--- config.mk ---
export PLATFORM = sky130hd
export DESIGN_NAME = tls_sequencer
export DESIGN_NICKNAME = d
export VERILOG_FILES = /design/src/pkg/tls_pkg.sv /design/src/pkg/tls_tmr_if.sv /design/src/tls_sync.sv /design/src/tls_load_timer.sv /design/src/tls_sequencer.sv
export SDC_FILE = /design/constraint.sdc
export NUM_CORES = 1
export LEC_CHECK = 0
export ABC_AREA = 0
export BUFFER_PORTS_ARGS = -buffer_cell sky130_fd_sc_hd__buf_2
export CORE_UTILIZATION = 35
export CTS_CLUSTER_SIZE = 20
export DETAILED_ROUTE_END_ITERATION = 16
export PLACE_DENSITY = 0.53
export SLEW_MARGIN = 40
export SYNTH_ARGS = -nofsm -noshare
export SYNTH_HDL_FRONTEND = slang
export SYNTH_SLANG_ARGS = --single-unit
--- constraint.sdc ---
create_clock -name i_clk -period 6.9 [get_ports i_clk]
set_clock_uncertainty 0.15 [all_clocks]
set_input_delay 0.69 -clock i_clk [delete_from_list [all_inputs] [get_ports i_clk]]
set_output_delay 0.69 -clock i_clk [all_outputs]
set_load 0.05 [all_outputs]
--- src/pkg/tls_pkg.sv ---
/*
 Shared constants, state type and timing figures for the tape load sequencer.
 Assumes a single 100 MHz system clock.
*/
package tls_pkg;
   // ----------------------------------------------------------------
   // Clock and timing
   // ----------------------------------------------------------------
   localparam int CLK_HZ = 100_000_000;
   localparam int LOAD_TMR_MS = 670;
   localparam int LOAD_TMR_CYC = LOAD_TMR_MS * (CLK_HZ / 1000);
   localparam int TACH_SLOW_US = 61;
   localparam int TACH_MID_US = 56;
   localparam int TACH_FAST_US = 47;
   localparam int TACH_SLOW_CYC = TACH_SLOW_US * (CLK_HZ / 1_000_000);
   localparam int TACH_MID_CYC = TACH_MID_US * (CLK_HZ / 1_000_000);
   localparam int TACH_FAST_CYC = TACH_FAST_US * (CLK_HZ / 1_000_000);
   localparam int TACH_TOL_PCT = 4;
   localparam int PCT_FULL = 100;

   // ----------------------------------------------------------------
   // Widths and field values
   // ----------------------------------------------------------------
   localparam int TMR_W = 27;
   localparam int TACH_W = 14;
   localparam int GAP_W = 3;
   localparam int SYNC_W = 13;
   localparam logic [GAP_W-1:0] GAP_ZERO = 3'h0;
   localparam logic [GAP_W-1:0] GAP_ONE = 3'h1;
   localparam logic [GAP_W-1:0] GAP_MAX = 3'h7;
   localparam logic [GAP_W-1:0] GAP_END_CNT = 3'h4;
   localparam logic [1:0] MODEL_SLOW = 2'h0;
   localparam logic [1:0] MODEL_MID = 2'h1;
   localparam logic [TACH_W-1:0] TACH_ONE = 14'h0001;
   localparam logic [TACH_W-1:0] TACH_ZERO = 14'h0000;

   // ----------------------------------------------------------------
   // Sequencer states
   // ----------------------------------------------------------------
   typedef enum logic [2:0] {
      ST_IDLE,
      ST_THREAD,
      ST_REVERSE,
      ST_WAIT_TMR,
      ST_COLUMNS,
      ST_DONE
   } tls_state_t;
endpackage

--- src/pkg/tls_tmr_if.sv ---
/*
 Interface between the sequencer and its load single-shot timer.
 Assumes both ends run on the one system clock.
*/
`timescale 1ns/1ns
interface tls_tmr_if;
   logic start;
   logic cancel;
   logic busy;
   logic expired;
   modport owner (output start, output cancel, input busy, input expired);
   modport timer (input start, input cancel, output busy, output expired);
endinterface

--- src/tls_sync.sv ---
/*
 Two-stage synchroniser for a group of pin inputs.
 Assumes inputs are asynchronous levels; only the second stage is read outside.
*/
`timescale 1ns/1ns
module tls_sync #(
   parameter int W = tls_pkg::SYNC_W
) (
   input wire logic i_clk,
   input wire logic i_sys_rst,
   input wire logic [W-1:0] i_async,
   output logic [W-1:0] o_sync
);
   import tls_pkg::*;

   // ----------------------------------------------------------------
   // One synchroniser per bit
   // ----------------------------------------------------------------
   for (genvar g = 0; g < W; g++) begin : g_bit
      logic meta_ff;
      logic sync_ff;
      always_ff @(posedge i_clk) begin
         if (i_sys_rst) begin
            meta_ff <= 1'b0;
            sync_ff <= 1'b0;
         end else begin
            meta_ff <= i_async[g];
            sync_ff <= meta_ff;
         end
      end
      assign o_sync[g] = sync_ff;
   end
endmodule

--- src/tls_load_timer.sv ---
/*
 Single-shot load timer: a start while idle runs it once for CYC cycles.
 Assumes start and cancel come from logic on the same clock.
*/
`timescale 1ns/1ns
module tls_load_timer #(
   parameter int CYC = tls_pkg::LOAD_TMR_CYC
) (
   input wire logic i_clk,
   input wire logic i_sys_rst,
   tls_tmr_if.timer tmr
);
   import tls_pkg::*;

   localparam logic [TMR_W-1:0] LOAD_VAL = TMR_W'(CYC - 1);
   localparam logic [TMR_W-1:0] CNT_ZERO = '0;

   logic [TMR_W-1:0] cnt_ff;
   logic busy_ff;
   logic expired_ff;
   logic fire;
   logic done;

   // ----------------------------------------------------------------
   // Countdown
   // ----------------------------------------------------------------
   // Retrigger while running is ignored: this is a single shot
   assign fire = tmr.start && !busy_ff;
   assign done = busy_ff && (cnt_ff == CNT_ZERO);

   always_ff @(posedge i_clk) begin
      if (i_sys_rst || tmr.cancel) begin
         cnt_ff <= CNT_ZERO;
         busy_ff <= 1'b0;
         expired_ff <= 1'b0;
      end else if (fire) begin
         cnt_ff <= LOAD_VAL;
         busy_ff <= 1'b1;
         expired_ff <= 1'b0;
      end else if (done) begin
         busy_ff <= 1'b0;
         expired_ff <= 1'b1;
      end else if (busy_ff) begin
         cnt_ff <= cnt_ff - 1'b1;
      end
   end

   assign tmr.busy = busy_ff;
   assign tmr.expired = expired_ff;
endmodule

--- src/tls_sequencer.sv ---
/*
 Automatic tape load sequencer: threading, gap counting, left reel reversal,
 load timer, column loading and the rewind-to-load-point request, plus a
 capstan tachometer period monitor.
 Assumes all sensor inputs are asynchronous switch or photocell levels and
 that the reel, valve and capstan drivers act on the registered commands.
*/
`timescale 1ns/1ns
module tls_sequencer #(
   parameter int P_LOAD_TMR_CYC = tls_pkg::LOAD_TMR_CYC,
   parameter int P_TACH_SLOW_CYC = tls_pkg::TACH_SLOW_CYC,
   parameter int P_TACH_MID_CYC = tls_pkg::TACH_MID_CYC,
   parameter int P_TACH_FAST_CYC = tls_pkg::TACH_FAST_CYC
) (
   input wire logic i_clk,
   input wire logic i_sys_rst,
   input wire logic i_load_req,
   input wire logic i_tape_start_marker,
   input wire logic i_gap_pulse,
   input wire logic i_reels_loaded_sw,
   input wire logic i_air_bearing_press_sw,
   input wire logic i_left_reel_ccw_fb,
   input wire logic i_left_lower_vac_switch,
   input wire logic i_right_lower_vac_switch,
   input wire logic i_left_upper_vac_switch,
   input wire logic i_right_upper_vac_switch,
   input wire logic i_tach_pulse,
   input wire logic [1:0] i_model_sel,
   output logic o_load_in_progress,
   output logic o_thread,
   output logic o_transfer_valve,
   output logic o_left_reel_cw,
   output logic o_left_reel_ccw,
   output logic o_right_reel_half,
   output logic o_reversal,
   output logic o_column_control,
   output logic o_columns_loaded,
   output logic o_load_complete,
   output logic o_motion_cmd,
   output logic o_load_check,
   output logic o_tach_fault
);
   import tls_pkg::*;

   // ----------------------------------------------------------------
   // Tach limits
   // ----------------------------------------------------------------
   localparam int TOL_LO = PCT_FULL - TACH_TOL_PCT;
   localparam int TOL_HI = PCT_FULL + TACH_TOL_PCT;
   localparam logic [TACH_W-1:0] SLOW_MIN = TACH_W'((P_TACH_SLOW_CYC * TOL_LO + PCT_FULL - 1) / PCT_FULL);
   localparam logic [TACH_W-1:0] SLOW_MAX = TACH_W'((P_TACH_SLOW_CYC * TOL_HI) / PCT_FULL);
   localparam logic [TACH_W-1:0] MID_MIN = TACH_W'((P_TACH_MID_CYC * TOL_LO + PCT_FULL - 1) / PCT_FULL);
   localparam logic [TACH_W-1:0] MID_MAX = TACH_W'((P_TACH_MID_CYC * TOL_HI) / PCT_FULL);
   localparam logic [TACH_W-1:0] FAST_MIN = TACH_W'((P_TACH_FAST_CYC * TOL_LO + PCT_FULL - 1) / PCT_FULL);
   localparam logic [TACH_W-1:0] FAST_MAX = TACH_W'((P_TACH_FAST_CYC * TOL_HI) / PCT_FULL);

   // ----------------------------------------------------------------
   // Input synchronisers
   // ----------------------------------------------------------------
   logic [SYNC_W-1:0] sync_q;
   logic s_load, s_marker, s_gap, s_reels, s_press, s_ccw_fb;
   logic s_ll, s_rl, s_lu, s_ru, s_tach;
   logic [1:0] s_model;

   tls_sync #(.W(SYNC_W)) u_sync (
      .i_clk(i_clk),
      .i_sys_rst(i_sys_rst),
      .i_async({i_model_sel, i_tach_pulse, i_right_upper_vac_switch, i_left_upper_vac_switch,
                i_right_lower_vac_switch, i_left_lower_vac_switch, i_left_reel_ccw_fb,
                i_air_bearing_press_sw, i_reels_loaded_sw, i_gap_pulse, i_tape_start_marker, i_load_req}),
      .o_sync(sync_q)
   );
   assign {s_model, s_tach, s_ru, s_lu, s_rl, s_ll, s_ccw_fb, s_press, s_reels, s_gap, s_marker, s_load} = sync_q;

   // ----------------------------------------------------------------
   // Edge detection
   // ----------------------------------------------------------------
   logic load_prev_ff, marker_prev_ff, gap_prev_ff, reels_prev_ff, tach_prev_ff;
   logic load_rise, marker_rise, gap_rise, reels_rise, tach_rise;

   always_ff @(posedge i_clk) begin
      if (i_sys_rst) begin
         {load_prev_ff, marker_prev_ff, gap_prev_ff, reels_prev_ff, tach_prev_ff} <= '0;
      end else begin
         {load_prev_ff, marker_prev_ff, gap_prev_ff, reels_prev_ff, tach_prev_ff} <=
            {s_load, s_marker, s_gap, s_reels, s_tach};
      end
   end

   assign load_rise = s_load && !load_prev_ff;
   assign marker_rise = s_marker && !marker_prev_ff;
   assign gap_rise = s_gap && !gap_prev_ff;
   assign reels_rise = s_reels && !reels_prev_ff;
   assign tach_rise = s_tach && !tach_prev_ff;

   // ----------------------------------------------------------------
   // Load timer
   // ----------------------------------------------------------------
   tls_tmr_if tmr ();

   tls_load_timer #(.CYC(P_LOAD_TMR_CYC)) u_tmr (
      .i_clk(i_clk),
      .i_sys_rst(i_sys_rst),
      .tmr(tmr.timer)
   );

   // ----------------------------------------------------------------
   // Sequencer state and decode
   // ----------------------------------------------------------------
   tls_state_t state_ff, nxt_state;
   logic [GAP_W-1:0] gap_cnt_ff, nxt_gap_cnt;
   logic marker_seen_ff, nxt_marker_seen;
   logic lip_ff, thread_ff, valve_ff, lcw_ff, lccw_ff, rhalf_ff, rev_ff;
   logic colctl_ff, colld_ff, done_ff, motion_ff, check_ff;
   logic nxt_lip, nxt_thread, nxt_valve, nxt_lcw, nxt_lccw, nxt_rhalf, nxt_rev;
   logic nxt_colctl, nxt_colld, nxt_done, nxt_motion, nxt_check;
   logic gap_clear, gap_end, bad_marker, bad_reels, press_go, rev_go, vac_ok;

   assign gap_clear = marker_rise && s_reels && thread_ff;
   assign gap_end = thread_ff && marker_seen_ff && (gap_cnt_ff == GAP_END_CNT);
   assign bad_marker = marker_rise && !s_reels && (state_ff == ST_THREAD);
   assign bad_reels = reels_rise && lip_ff && !thread_ff;
   assign press_go = !thread_ff && s_press && lcw_ff;
   assign rev_go = lip_ff && lccw_ff && s_ccw_fb;
   assign vac_ok = s_ll && s_rl && !s_lu && !s_ru;
   assign tmr.start = (state_ff == ST_REVERSE) && rev_go;
   assign tmr.cancel = bad_reels;

   always_comb begin
      nxt_state = state_ff;
      nxt_gap_cnt = gap_cnt_ff;
      nxt_marker_seen = marker_seen_ff;
      {nxt_lip, nxt_thread, nxt_valve, nxt_lcw, nxt_lccw, nxt_rhalf} =
         {lip_ff, thread_ff, valve_ff, lcw_ff, lccw_ff, rhalf_ff};
      {nxt_rev, nxt_colctl, nxt_colld, nxt_done, nxt_motion, nxt_check} =
         {rev_ff, colctl_ff, colld_ff, done_ff, motion_ff, check_ff};
      case (state_ff)
         ST_IDLE: begin
            if (load_rise && !check_ff) begin
               nxt_state = ST_THREAD;
               {nxt_lip, nxt_thread, nxt_valve} = 3'h7;
               {nxt_lcw, nxt_rhalf} = 2'h3;
               nxt_gap_cnt = GAP_ZERO;
               nxt_marker_seen = 1'b0;
            end
         end
         ST_THREAD: begin
            if (bad_marker) begin
               nxt_state = ST_IDLE;
               {nxt_lip, nxt_thread, nxt_valve, nxt_lcw, nxt_rhalf} = '0;
            end else if (gap_end) begin
               nxt_state = ST_REVERSE;
               {nxt_thread, nxt_valve, nxt_rhalf} = '0;
            end else if (gap_clear) begin
               nxt_gap_cnt = GAP_ZERO;
               nxt_marker_seen = 1'b1;
            end else if (gap_rise && gap_cnt_ff != GAP_MAX) begin
               nxt_gap_cnt = gap_cnt_ff + GAP_ONE;
            end
         end
         ST_REVERSE: begin
            if (press_go) begin
               nxt_lcw = 1'b0;
               nxt_lccw = 1'b1;
            end else if (rev_go) begin
               nxt_rev = 1'b1;
               nxt_state = ST_WAIT_TMR;
            end
         end
         ST_WAIT_TMR: begin
            if (tmr.expired) begin
               nxt_colctl = 1'b1;
               nxt_lccw = 1'b0;
               nxt_state = ST_COLUMNS;
            end
         end
         ST_COLUMNS: begin
            if (vac_ok) begin
               {nxt_colld, nxt_done} = 2'h3;
               nxt_lip = 1'b0;
               nxt_motion = 1'b1;
               nxt_state = ST_DONE;
            end
         end
         ST_DONE: begin
            nxt_state = ST_DONE;
         end
         default: begin
            nxt_state = ST_IDLE;
         end
      endcase
      if (bad_reels) begin
         nxt_state = ST_IDLE;
         {nxt_lip, nxt_lcw, nxt_lccw, nxt_rev, nxt_colctl} = '0;
      end
      if (bad_marker || bad_reels) begin
         nxt_check = 1'b1;
      end
   end

   always_ff @(posedge i_clk) begin
      if (i_sys_rst) begin
         state_ff <= ST_IDLE;
         gap_cnt_ff <= GAP_ZERO;
         marker_seen_ff <= 1'b0;
         {lip_ff, thread_ff, valve_ff, lcw_ff, lccw_ff, rhalf_ff} <= '0;
         {rev_ff, colctl_ff, colld_ff, done_ff, motion_ff, check_ff} <= '0;
      end else begin
         state_ff <= nxt_state;
         gap_cnt_ff <= nxt_gap_cnt;
         marker_seen_ff <= nxt_marker_seen;
         {lip_ff, thread_ff, valve_ff, lcw_ff, lccw_ff, rhalf_ff} <=
            {nxt_lip, nxt_thread, nxt_valve, nxt_lcw, nxt_lccw, nxt_rhalf};
         {rev_ff, colctl_ff, colld_ff, done_ff, motion_ff, check_ff} <=
            {nxt_rev, nxt_colctl, nxt_colld, nxt_done, nxt_motion, nxt_check};
      end
   end

   // ----------------------------------------------------------------
   // Capstan tach period monitor
   // ----------------------------------------------------------------
   logic [TACH_W-1:0] per_cnt_ff, tach_min, tach_max;
   logic tach_valid_ff, tach_fault_ff, per_bad, overrun;

   assign tach_min = (s_model == MODEL_SLOW) ? SLOW_MIN : (s_model == MODEL_MID) ? MID_MIN : FAST_MIN;
   assign tach_max = (s_model == MODEL_SLOW) ? SLOW_MAX : (s_model == MODEL_MID) ? MID_MAX : FAST_MAX;
   assign per_bad = (per_cnt_ff < tach_min) || (per_cnt_ff > tach_max);
   assign overrun = tach_valid_ff && (per_cnt_ff > tach_max);

   always_ff @(posedge i_clk) begin
      if (i_sys_rst || !motion_ff) begin
         per_cnt_ff <= TACH_ZERO;
         tach_valid_ff <= 1'b0;
         tach_fault_ff <= 1'b0;
      end else if (tach_rise) begin
         per_cnt_ff <= TACH_ONE;
         tach_valid_ff <= 1'b1;
         tach_fault_ff <= tach_valid_ff && per_bad;
      end else begin
         if (!overrun) begin
            per_cnt_ff <= per_cnt_ff + TACH_ONE;
         end
         if (overrun) begin
            tach_fault_ff <= 1'b1;
         end
      end
   end

   // ----------------------------------------------------------------
   // Outputs
   // ----------------------------------------------------------------
   assign o_load_in_progress = lip_ff;
   assign o_thread = thread_ff;
   assign o_transfer_valve = valve_ff;
   assign o_left_reel_cw = lcw_ff;
   assign o_left_reel_ccw = lccw_ff;
   assign o_right_reel_half = rhalf_ff;
   assign o_reversal = rev_ff;
   assign o_column_control = colctl_ff;
   assign o_columns_loaded = colld_ff;
   assign o_load_complete = done_ff;
   assign o_motion_cmd = motion_ff;
   assign o_load_check = check_ff;
   assign o_tach_fault = tach_fault_ff;
endmodule

After elaboration in Yosys (flattened, before gate mapping). Cells that the tools add are included.

Register bits: 91. Bits in latches: 0. Bits in writable memories: 0. ROM bits: 0. Output and inout bits: 13. Logic and storage cells: 191. Memories kept: 0.

Add/subtract/negate cells: 3. $mul: 0. Div/mod/pow operators: 0. Magnitude comparators: 2. Equality and inequality tests: 22. Shift-type cells: 0. Multiplexer cells: 44. Bitwise logic cells: 2. Reduce and logical (&&, ||, !) cells: 68.

Operator list (number): $mux 26 (3); $mux 3 (12); $mux 11 (3); $logic_and 1x1->1 (27); $logic_not 27->1 (1); $sub 27x1->27 const B (1); $ne 2x2->1 const B (10); $mux 1 (18); $pmux 3 s6 (1); $add 14x1->14 const B (1); $gt 14x13->1 (1); $lt 14x13->1 (1); $logic_not 1->1 (12); $mux 12 (1); $reduce_and 5->1 (2); $reduce_bool 2->1 (5); $eq 3x3->1 const B (3); $reduce_and 3->1 (3); $reduce_and 2->1 (4); $reduce_and 4->1 (2); $eq 3x2->1 const B (2); $ne 3x3->1 const B (2); $pmux 1 s2 (3); $pmux 1 s3 (2); other kinds (13) (21).

Longest topological paths before layout. Gate-level depths: netlist of run 1.

Depth in word-level cells: 8. Mapped depth: 11. Depth with buffers taken out: 8.

By module. A second synthesis of run 1 with hierarchy kept.

Cell total of the unflattened synthesis: 485. Area total of the unflattened synthesis: 4335.4 µm².

By module, submodules not included: tls_sequencer (times used 1, cells each 241, area each 1983.2 µm², seq. area each 720.7 µm²); tls_load_timer (times used 1, cells each 177, area each 1554.0 µm², seq. area each 580.6 µm²); tls_sync (times used 1, cells each 67, area each 798.3 µm², seq. area each 520.5 µm²).

Worst setup path before layout of run 1. OpenSTA, ideal clock, no wires.

Path kind: register to register. From: register u_sync.g_bit[12].sync_ff. To: register per_cnt_ff[6]. Library setup time: 0.134 ns. Arrival: 2.579 ns. Required time: 6.616 ns. Path slack: 4.038 ns. Cell stages (with the launch flop): 12. Path buffers: 3. Period minus slack after synthesis: 2.862 ns. Cell sequence: dfxtp_1 nor2_1 inv_1 ha_1 and4b_1 or4b_1 clkbuf_1 and3_1 clkbuf_1 clkbuf_1 a41oi_1 o211ai_1.

Longest elaborated chain between the ends: 5. Elaborated cells on any way between the ends: 6.

RTL lines: start: declaration (line tls_sync.sv:21) `logic sync_ff;`; start signal: assignment (line tls_sync.sv:28) `sync_ff <= meta_ff;`; $eq 2x1->1 (line tls_sequencer.sv:226) `assign tach_max = (s_model == MODEL_SLOW) ? SLOW_MAX : (s_model == MODEL_MID) ? MID_MAX : FAST_MAX;`; $mux 11 (line tls_sequencer.sv:226); $mux 12 * (line tls_sequencer.sv:226); $gt 14x13->1 * (line tls_sequencer.sv:228) `assign overrun = tach_valid_ff && (per_cnt_ff > tach_max);`; $logic_and 1x1->1 * (line tls_sequencer.sv:228); end signal: assignment (line tls_sequencer.sv:241) `per_cnt_ff <= per_cnt_ff + TACH_ONE;`; end: declaration (line tls_sequencer.sv:222) `logic [TACH_W-1:0] per_cnt_ff, tach_min, tach_max;`.

Every way passes the cells marked *; elsewhere a longest branch is shown, timed or not. A chain may end at the register's enable or synchronous reset.

Worst setup path after layout of run 1.
From: register u_sync.g_bit[12].sync_ff. To: register per_cnt_ff[9].

Same word-level chain as after synthesis.

==> results of run 1 <==
worst max-delay path, stage by stage (launching register included):
cell and delay [ns]:
dfxtp_1 0.36, nor2_1 0.25, inv_1 0.13, ha_1 0.32, and4b_1 0.29, or4b_1 0.55
and3_1 0.43, or4_1 0.54, nand3b_1 0.09
registers in the layout, summed over array words and instances, names as in the netlist, 3 cells and up:
register / cells
u_sync.g_bit.meta_ff: 13
per_cnt_ff: 14
gap_cnt_ff: 3
u_tmr.cnt_ff: 27
u_sync.g_bit.sync_ff: 13
state_ff: 3
stage by stage:
| stage | util [%] | total power [mW] |
|---|---|---|
| 2_1_floorplan | - | 0.659 |
| 3_3_place_gp | 38.2 | 0.680 |
| 4_1_cts | 41.0 | 1.24 |
| 3_5_place_dp | 38.3 | 0.682 |
| 6_report | 41.0 | 1.22 |
| 5_1_grt | 41.0 | 1.27 |
synthesized netlist by cell type (3+ instances only):
master,count
nor3_1,17
nand2b_1,4
nand3_1,16
nand2_1,22
buf_4,4
nor4b_1,4
nor2b_1,37
nand4_1,9
o31ai_1,6
ha_1,16
o41ai_1,4
a211oi_1,9
nor2_1,38
clkbuf_1,29
inv_1,12
xor2_1,7
a311oi_1,3
and3_1,3
or3_1,7
nand3b_1,6
nand4b_1,5
o21ai_0,15
dfxtp_1,91
o21a_1,3
or4_4,3
a41oi_1,5
xnor2_1,3
or4_1,23
nor4_1,8
o311a_1,3
o211ai_1,14
a21oi_1,25
nor3b_1,5
a31oi_1,14
or2_2,4
where the power goes:
part	internal (mW)	leakage, nW	switching (mW)
combinational	0.0398	0.996	0.0656
clock	0.338	0.158	0.213
sequential	0.542	0.740	0.0223
total	0.920	1.89	0.300
layout make-up:
type | instances | share of cell area (%)
Inverter | 12 | 0.903
Timing Repair Buffer | 29 | 3.01
Sequential cell | 91 | 36.5
Tap cell | 168 | 4.21
Multi-Input combinational cell | 367 | 48.6
Clock buffer | 11 | 5.07
Clock inverter | 5 | 1.68
worst max-delay path by stage:
| stage | from | endpoint | slack (ns) | cells past startpoint |
|---|---|---|---|---|
| 3_3_place_gp | u_sync.g_bit[12].sync_ff$_SDFF_PP0_ | per_cnt_ff[11]$_SDFFE_PP0N_ | 3.86 | 8 |
| 4_1_cts | u_sync.g_bit[12].sync_ff$_SDFF_PP0_ | per_cnt_ff[9]$_SDFFE_PP0N_ | 3.76 | 8 |
| 6_report | u_sync.g_bit[12].sync_ff$_SDFF_PP0_ | per_cnt_ff[9]$_SDFFE_PP0N_ | 3.73 | 8 |
| 3_5_place_dp | u_sync.g_bit[12].sync_ff$_SDFF_PP0_ | per_cnt_ff[9]$_SDFFE_PP0N_ | 3.77 | 8 |
| 2_1_floorplan | u_sync.g_bit[12].sync_ff$_SDFF_PP0_ | per_cnt_ff[6]$_SDFFE_PP0N_ | 4.04 | 11 |
| 5_1_grt | u_sync.g_bit[12].sync_ff$_SDFF_PP0_ | per_cnt_ff[9]$_SDFFE_PP0N_ | 3.55 | 8 |
kinds of logic (layout without fill, tap and decap cells):
logic type      count (synthesis)  after routing  synth area share [%]
mux                             2              2                 0.481
xor+xnor                       10             10                  1.98
flops                          91             91                  41.2
compound gates                119            119                  18.4
fa+ha+maj                      16             16                  4.52
buf+inv                        45             57                  4.16
simple gates                  220            220                  29.3
layer usage:
layer,up-vias,part of all wire (%),global-route usage (%)
met3,15,4.5,2.86
met1,1806,49,21.6
li1,1909,-,-
met4,0,2.0,8.23
met5,-,0,0
met2,91,45,25.8
==> summary.txt, run 1 <==
share of layout cells above drive strength 1 - 10.7%
reg2reg start - u_sync.g_bit[12].sync_ff$_SDFF_PP0_
die width - 114 um
number of synthesized flops with an enable pin - 0
worst slew pin tran - 0.725 ns
HP Start - u_sync.g_bit[5].meta_ff$_SDFF_PP0_
fin. max-slew vios - 0
num ports - 28
dpl cells - 667
starting density of the core - 36.4%
Leak Pwr - 1.89 nW
CTS Buf Count - 9
reg2reg end - per_cnt_ff[9]$_SDFFE_PP0N_
hold_buf cts - 0
ratio of final minimum period to clock period - 45.9%
via count - 3,821
Final Critical Period - 3.17 ns
drt drc - 0
dominant synthesized flop cell - dfxtp_1
fmax - 316 MHz
# diodes - 0
Reg area - 1820 um^2
drt via density - 5.59
Setup WS post-layout - 3.73 ns
Max-Cap Viols - 0
Placed Area - 4650 um^2
drt total wl - 10,200 um
Data required, critical path - 7.04 ns
Synth area leaders - dfxtp_1 (41%), nor2b_1 (5.2%), ha_1 (4.5%)
Setup Fix Bufs, Post-CTS - 0
first-pass GRT wire length - 16,900 um
FF-to-FF path depth - 8
cell taking the most area after synthesis - dfxtp_1
Rows - 40
clock root cell - clkbuf_16
DIE HEIGHT - 114 um
Longest Clk Path Bufs - 2
Antenna Nets Post-Route - 0
Post-Route Setup TNS - 0 ns
final hold slack - 0.285 ns
Peak VDD IR - 181 uV
FF-to-FF setup slack - 3.73 ns
commonest non-fill, non-tap cell in the layout - dfxtp_1
fill count - 1,202
Synth warnings - 0
Synth Register Bits - 91
critical path arrival - 3.31 ns
number of global-route vias before repair - 3,438
post-synthesis sequential area ratio - 41.2%
Clock Sinks - 91
synth-to-layout area growth - 12.8%
worst-path maximum fanout - 18
Clock H-tree levels - 3
Syn Area/Cell - 8.80 um^2
min-delay worst type - flip-flop to flip-flop
Worst Setup Start Kind - flip-flop
Final Wtd Congestion - 0.812
syn nets - 534
initial antenna violation count - 0
post-synthesis async set-or-reset flop share - 0%
pwr dens - 245 nW/um^2
Core ar. - 12,200 um^2
CTS tree - done
Non-Filler Instances - 683
Worst slew margin - 51.7%
Overall Global Routing Usage - 16.4%
CTS resizes - 0
final instance area - 4990 um^2
worst hold path stage count - 1
Iteration-0 DRC Markers - 198
Yosys cell types - 55
Mapped Cells - 503
final hold violation count - 0
Syn Std Cell Area - 4420 um^2
status - complete, no violations
commonest cells after routing, fill and taps aside - dfxtp_1 (91), nor2_1 (38), nor2b_1 (37)
total gr overflow - 0
NumNets Final - 541
Synth top area share - 41.2%
final setup vio count - 0
pre-CTS setup slack - 3.77 ns
Detail Placement HPWL - 6960 um
CP endpoint kind - flip-flop
die area - 13,100 um^2
multi-input logic area - 2420 um^2
Port Buffers - 27
WL/cell - 14.9 um
WS Path Type - flip-flop to flip-flop
number of detailed-route iterations in the first pass - 4
Worst-Skew Late Latency - 0.34 ns
largest net degree at the start of global routing - 43
Worst Hold Path EP - u_sync.g_bit[5].sync_ff$_SDFF_PP0_
RSZ-0062 raised after global routing - false
CTS clk-pin slew, worst paths - 0.07 ns
Note: power is estimated with default switching activity, not from simulation.
==> run 2: changes to the inputs <==
--- a/config.mk
+++ b/config.mk
@@ -10,7 +10,7 @@
 export CORE_UTILIZATION = 35
 export CTS_CLUSTER_SIZE = 20
 export DETAILED_ROUTE_END_ITERATION = 16
-export PLACE_DENSITY = 0.53
+export PLACE_DENSITY = 0.55
 export SLEW_MARGIN = 40
 export SYNTH_ARGS = -nofsm -noshare
 export SYNTH_HDL_FRONTEND = slang
==> constraint.sdc (replaced) <==
create_clock -name i_clk -period 2.7 [get_ports i_clk]
set_clock_uncertainty 0.15 [all_clocks]
set_input_delay 0.27 -clock i_clk [delete_from_list [all_inputs] [get_ports i_clk]]
set_output_delay 0.27 -clock i_clk [all_outputs]
set_load 0.05 [all_outputs]
==> summary.txt, run 2 (synthesized netlist as in run 1, its figures left out) <==
WS Path Type - flip-flop to flip-flop
# diodes - 0 (unchanged)
Setup Fix Bufs, Post-CTS - 0 (unchanged)
Overall Global Routing Usage - 17.8% (+1.4 points)
number of detailed-route iterations in the first pass - 4 (unchanged)
DIE HEIGHT - 114 um (unchanged)
RSZ-0062 raised after global routing - true
CP endpoint kind - flip-flop
Data required, critical path - 2.82 ns (-4.22 ns)
fmax - 381 MHz (+21%)
critical path arrival - 2.74 ns (-0.57 ns)
FF-to-FF path depth - 7 (-1)
NumNets Final - 599 (+11%)
final hold violation count - 0 (unchanged)
die width - 114 um (unchanged)
Regs by FF count - u_tmr.cnt_ff x27, per_cnt_ff x14
WL/cell - 14.7 um (-1.4%)
CTS Buf Count - 9 (unchanged)
HP Start - i_sys_rst
drt drc - 0 (unchanged)
largest reg by FF count - u_tmr.cnt_ff
first-pass GRT wire length - 18,400 um (+9.3%)
drt total wl - 10,900 um (+6.8%)
multi-input logic area - 2460 um^2 (+1.7%)
reg2reg start - u_tmr.cnt_ff[0]$_SDFFE_PP0P_
worst hold path stage count - 3 (+2)
final setup vio count - 0 (unchanged)
die area - 13,100 um^2 (unchanged)
most frequent CP cell - or4_4
Final Wtd Congestion - 0.861 (+6.1%)
share of layout cells above drive strength 1 - 19.4% (+8.7 points)
max reg flops - 27 (unchanged)
reg2reg end - u_tmr.cnt_ff[20]$_SDFFE_PP0P_
fill count - 1,170 (-2.7%)
Leak Pwr - 2.16 nW (+14%)
CTS clk-pin slew, worst paths - 0.07 ns (about the same)
total gr overflow - 0 (unchanged)
largest net degree at the start of global routing - 27 (-37%)
initial antenna violation count - 0 (unchanged)
Worst Hold Path EP - u_sync.g_bit[12].sync_ff$_SDFF_PP0_
CP cell instances - inv_2 > ha_4 > or4b_4 > or4_4 > or4_4 > or3_1 > a31oi_1
Reg area - 1820 um^2 (+0.14%)
starting density of the core - 36.4% (unchanged)
clock root cell - clkbuf_16
Longest Clk Path Bufs - 2 (unchanged)
via count - 4,029 (+5.4%)
fin. max-slew vios - 0 (unchanged)
worst-path maximum fanout - 5 (-13)
Clock Sinks - 91 (unchanged)
status - complete, no violations
min-delay worst type - primary input to flip-flop
Worst slew margin - 44.7% (-7.0 points)
commonest non-fill, non-tap cell in the layout - dfxtp_1
CP peak stage delay - 0.51 ns (-0.04 ns)
final core occ - 44.8% (+3.8 points)
Port Buffers - 27 (unchanged)
Rows - 40 (unchanged)
Max-Cap Viols - 0 (unchanged)
Detail Placement HPWL - 7730 um (+11%)
final hold slack - 0.197 ns (-0.0878 ns)
number of global-route vias before repair - 3,782 (+10%)
synth-to-layout area growth - 23.1%
Worst-Skew Late Latency - 0.34 ns (about the same)
Iteration-0 DRC Markers - 213 (+7.6%)
commonest cells after routing, fill and taps aside - dfxtp_1 (89), buf_4 (47), nor2b_1 (37)
Antenna Nets Post-Route - 0 (unchanged)
Peak VDD IR - 395 uV (+120%)
Worst path slowest cell - or4_4
worst slew pin tran - 0.829 ns (+0.105 ns)
CTS tree - done
num ports - 28 (unchanged)
FF-to-FF setup slack - 0.08 ns (-3.66 ns)
drt via density - 5.44 (-2.7%)
Clock H-tree levels - 3 (unchanged)
Core ar. - 12,200 um^2 (unchanged)
ratio of final minimum period to clock period - 97.2% (+51 points)
pwr dens - 547 nW/um^2 (+120%)
Final Critical Period - 2.62 ns (-0.544 ns)
Worst Setup Start Kind - flip-flop
[run 2: changes by cell type in the layout (fill, tap and decap cells not counted), moves of 3 or more]
cell           previous run  this run
buf_4                     2        47
dlygate4sd3_1             0        13
inv_1                    12         9
inv_2                     0         3
inv_6                     1         4
[run 2: cell type report]
class / instances / area share (%)
multi-input cells: 367 / 45.3
well taps: 168 / 3.86
clock buffers: 10 / 4.39
clock inverters: 5 / 0.804
flip-flops and latches: 91 / 33.5
repair buffers: 87 / 11.4
inverters: 12 / 0.827
[run 2: layer usage]
| metal | part of all wire (%) | global-route usage [%] | up-vias |
|---|---|---|---|
| li1 | - | - | 2036 |
| met1 | 48 | 23.2 | 1899 |
| met2 | 47 | 29.6 | 83 |
| met3 | 4.3 | 2.75 | 11 |
| met4 | 1.3 | 7.01 | 0 |
| met5 | 0 | 0 | - |
[run 2: report_power, final]
part	total (mW)	leakage, nW	internal (mW)	switching (mW)
clock	1.22	0.140	0.660	0.562
sequential	1.42	0.740	1.39	0.0343
combinational	0.338	1.28	0.138	0.200
[run 2: through the flow]
stage	total power, mW	worst slack (ns)	std cells	cell area, um^2	setup TNS [ns]
global route	3.12	-0.0250	740	5450	-0.0289
global placement	1.77	0.0503	712	4990	0
floorplan	1.69	0.00553	503	4450	0
detailed placement	1.77	0.00364	712	4990	0
finish	2.98	0.0761	740	5450	0
CTS	3.01	0.00695	740	5410	0
[run 2: worst max-delay path by stage]
stage                                        startpoint                             to  slack, ns  depth (start not counted)
CTS                        u_tmr.cnt_ff[0]$_SDFFE_PP0P_  u_tmr.cnt_ff[20]$_SDFFE_PP0P_      0.007                          7
global route               u_tmr.cnt_ff[0]$_SDFFE_PP0P_  u_tmr.cnt_ff[20]$_SDFFE_PP0P_      -0.02                          7
finish                     u_tmr.cnt_ff[0]$_SDFFE_PP0P_  u_tmr.cnt_ff[20]$_SDFFE_PP0P_       0.08                          7
floorplan           u_sync.g_bit[12].sync_ff$_SDFF_PP0_     per_cnt_ff[5]$_SDFFE_PP0N_      0.006                         10
global placement           u_tmr.cnt_ff[0]$_SDFFE_PP0P_  u_tmr.cnt_ff[18]$_SDFFE_PP0P_       0.05                          7
detailed placement         u_tmr.cnt_ff[0]$_SDFFE_PP0P_  u_tmr.cnt_ff[20]$_SDFFE_PP0P_      0.004                          7
[run 2: repair_timing]
action / in CTS / in global routing
pin swaps: 0 / 3
setup endpoints to repair: 3 / 13
endpoints found under the hold margin: 13 / 0
resized for setup: 2 / 9
hold buffers: 13 / 0
[run 2: critical path, delay by kind of cell (launching register included)]
family,cells,cell delay [ns]
AOI/OAI and AO/OA,1,0.15
and+or+nand+nor,4,1.72
DFF,1,0.32
adders and majority gates,1,0.13
buffers and inverters,1,0.07
==> run 3: changes to the inputs <==
--- a/config.mk
+++ b/config.mk
@@ -10,6 +10,7 @@
 export CORE_UTILIZATION = 35
 export CTS_CLUSTER_SIZE = 20
 export DETAILED_ROUTE_END_ITERATION = 16
+export MAX_ROUTING_LAYER = met4
 export PLACE_DENSITY = 0.55
 export SLEW_MARGIN = 40
 export SYNTH_ARGS = -nofsm -noshare
==> summary.txt, run 3 (synthesized netlist as in run 1, its figures left out) <==
initial antenna violation count - 0 (unchanged)
worst-path maximum fanout - 5 (unchanged)
Leak Pwr - 2.16 nW (unchanged)
Worst Setup Start Kind - flip-flop
largest reg by FF count - u_tmr.cnt_ff
Data required, critical path - 2.82 ns (about the same)
commonest cells after routing, fill and taps aside - dfxtp_1 (89), buf_4 (47), nor2b_1 (37)
worst slew pin tran - 0.845 ns (+0.0160 ns)
share of layout cells above drive strength 1 - 19.4% (unchanged)
Worst-Skew Late Latency - 0.34 ns (about the same)
NumNets Final - 599 (unchanged)
fmax - 381 MHz (about the same)
Max-Cap Viols - 0 (unchanged)
clock root cell - clkbuf_16
commonest non-fill, non-tap cell in the layout - dfxtp_1
max reg flops - 27 (unchanged)
Overall Global Routing Usage - 18.4% (+0.59 points)
WS Path Type - flip-flop to flip-flop
Longest Clk Path Bufs - 2 (unchanged)
Setup crit start - u_tmr.cnt_ff[0]$_SDFFE_PP0P_
status - complete, no violations
synth-to-layout area growth - 23.1% (unchanged)
final hold violation count - 0 (unchanged)
min-delay worst type - primary input to flip-flop
Regs by FF count - u_tmr.cnt_ff x27, per_cnt_ff x14
die area - 13,100 um^2 (unchanged)
die width - 114 um (unchanged)
fin. max-slew vios - 0 (unchanged)
critical path arrival - 2.74 ns (about the same)
number of detailed-route iterations in the first pass - 4 (unchanged)
Detail Placement HPWL - 7730 um (unchanged)
reg2reg end - u_tmr.cnt_ff[20]$_SDFFE_PP0P_
drt drc - 0 (unchanged)
largest net degree at the start of global routing - 27 (unchanged)
Rows - 40 (unchanged)
final setup vio count - 0 (unchanged)
Setup Fix Bufs, Post-CTS - 0 (unchanged)
reg2reg start - u_tmr.cnt_ff[0]$_SDFFE_PP0P_
multi-input logic area - 2460 um^2 (unchanged)
Peak VDD IR - 395 uV (about the same)
Antenna Nets Post-Route - 0 (unchanged)
final core occ - 44.8% (unchanged)
FF-to-FF path depth - 7 (unchanged)
starting density of the core - 36.4% (unchanged)
CTS clk-pin slew, worst paths - 0.07 ns (about the same)
Iteration-0 DRC Markers - 211 (-0.94%)
pwr dens - 547 nW/um^2 (about the same)
CTS tree - done
CP endpoint kind - flip-flop
# diodes - 0 (unchanged)
DIE HEIGHT - 114 um (unchanged)
Final Critical Period - 2.62 ns (-0.00150 ns)
via count - 4,037 (+0.20%)
ratio of final minimum period to clock period - 97.1% (about the same)
Reg area - 1820 um^2 (unchanged)
total gr overflow - 0 (unchanged)
first-pass GRT wire length - 18,500 um (+0.15%)
Clock Sinks - 91 (unchanged)
CTS Buf Count - 9 (unchanged)
Final Wtd Congestion - 0.875 (+1.6%)
FF-to-FF setup slack - 0.08 ns (about the same)
Worst slew margin - 43.6% (-1.1 points)
Clock H-tree levels - 3 (unchanged)
HP Start - i_sys_rst
fill count - 1,170 (unchanged)
Port Buffers - 27 (unchanged)
num ports - 28 (unchanged)
CP endpoint - u_tmr.cnt_ff[20]$_SDFFE_PP0P_
RSZ-0062 raised after global routing - true
Core ar. - 12,200 um^2 (unchanged)
drt total wl - 10,900 um (about the same)
number of global-route vias before repair - 3,776 (-0.16%)
drt via density - 5.46 (+0.20%)
WL/cell - 14.7 um (about the same)
Post-Route Setup TNS - 0 ns (unchanged)
-- run 3: cell counts in the layout (fill, tap and decap cells not counted) --
Identical to the previous run, type by type.
-- run 3: worst max-delay path, stage by stage (launching register included) --
cell	delay, ns
dfxtp_2	0.32
inv_2	0.07
ha_4	0.13
or4b_4	0.46
or4_4	0.43
or4_4	0.51
or3_1	0.32
a31oi_1	0.15
-- run 3: how the worst min path moves through the flow --
stage / cells past startpoint / to / slack (ns)
after floorplan: 1 / u_sync.g_bit[0].meta_ff$_SDFF_PP0_ / 0.25
after global placement: 1 / u_sync.g_bit[4].sync_ff$_SDFF_PP0_ / 0.27
after detailed placement: 1 / u_sync.g_bit[9].sync_ff$_SDFF_PP0_ / 0.27
after CTS: 3 / o_motion_cmd$_SDFFE_PP0P_ / 0.19
after global routing: 3 / o_motion_cmd$_SDFFE_PP0P_ / 0.21
final: 3 / u_sync.g_bit[12].sync_ff$_SDFF_PP0_ / 0.20
-- run 3: cell type report --
class,count,share of cell area (%)
Inverter,12,0.827
Clock inverter,5,0.804
Multi-Input combinational cell,367,45.3
Timing Repair Buffer,87,11.4
Tap cell,168,3.86
Clock buffer,10,4.39
Sequential cell,91,33.5
-- run 3: timing repair --
| item | CTS | global route |
|---|---|---|
| hold buffers | 13 | 0 |
| setup endpoints to repair | 3 | 13 |
| endpoints found under the hold margin | 13 | 0 |
| gates resized for setup | 2 | 9 |
| pin swaps | 0 | 3 |
-- run 3: metrics by stage --
step	area (um^2)	instances	power (mW)	setup slack (ns)	hold slack [ns]
global placement	4990	712	1.77	0.0503	0.267
CTS	5410	740	3.01	0.00695	0.186
floorplan	4450	503	1.69	0.00553	0.248
detailed placement	4990	712	1.77	0.00364	0.270
finish	5450	740	2.98	0.0776	0.199
global route	5450	740	3.12	-0.0249	0.209
-- run 3: power breakdown --
part | internal, mW | switching [mW]
Clock | 0.660 | 0.561
Sequential | 1.39 | 0.0342
Combinational | 0.138 | 0.199
Total | 2.18 | 0.794
-- run 3: metal layers --
metal | global-route usage [%] | vias to the layer above | part of all wire [%]
li1 | - | 2036 | -
met1 | 23.4 | 1916 | 49
met2 | 29.5 | 74 | 47
met3 | 2.54 | 11 | 3.2
met4 | 7.27 | 0 | 1.4
met5 | - | - | 0
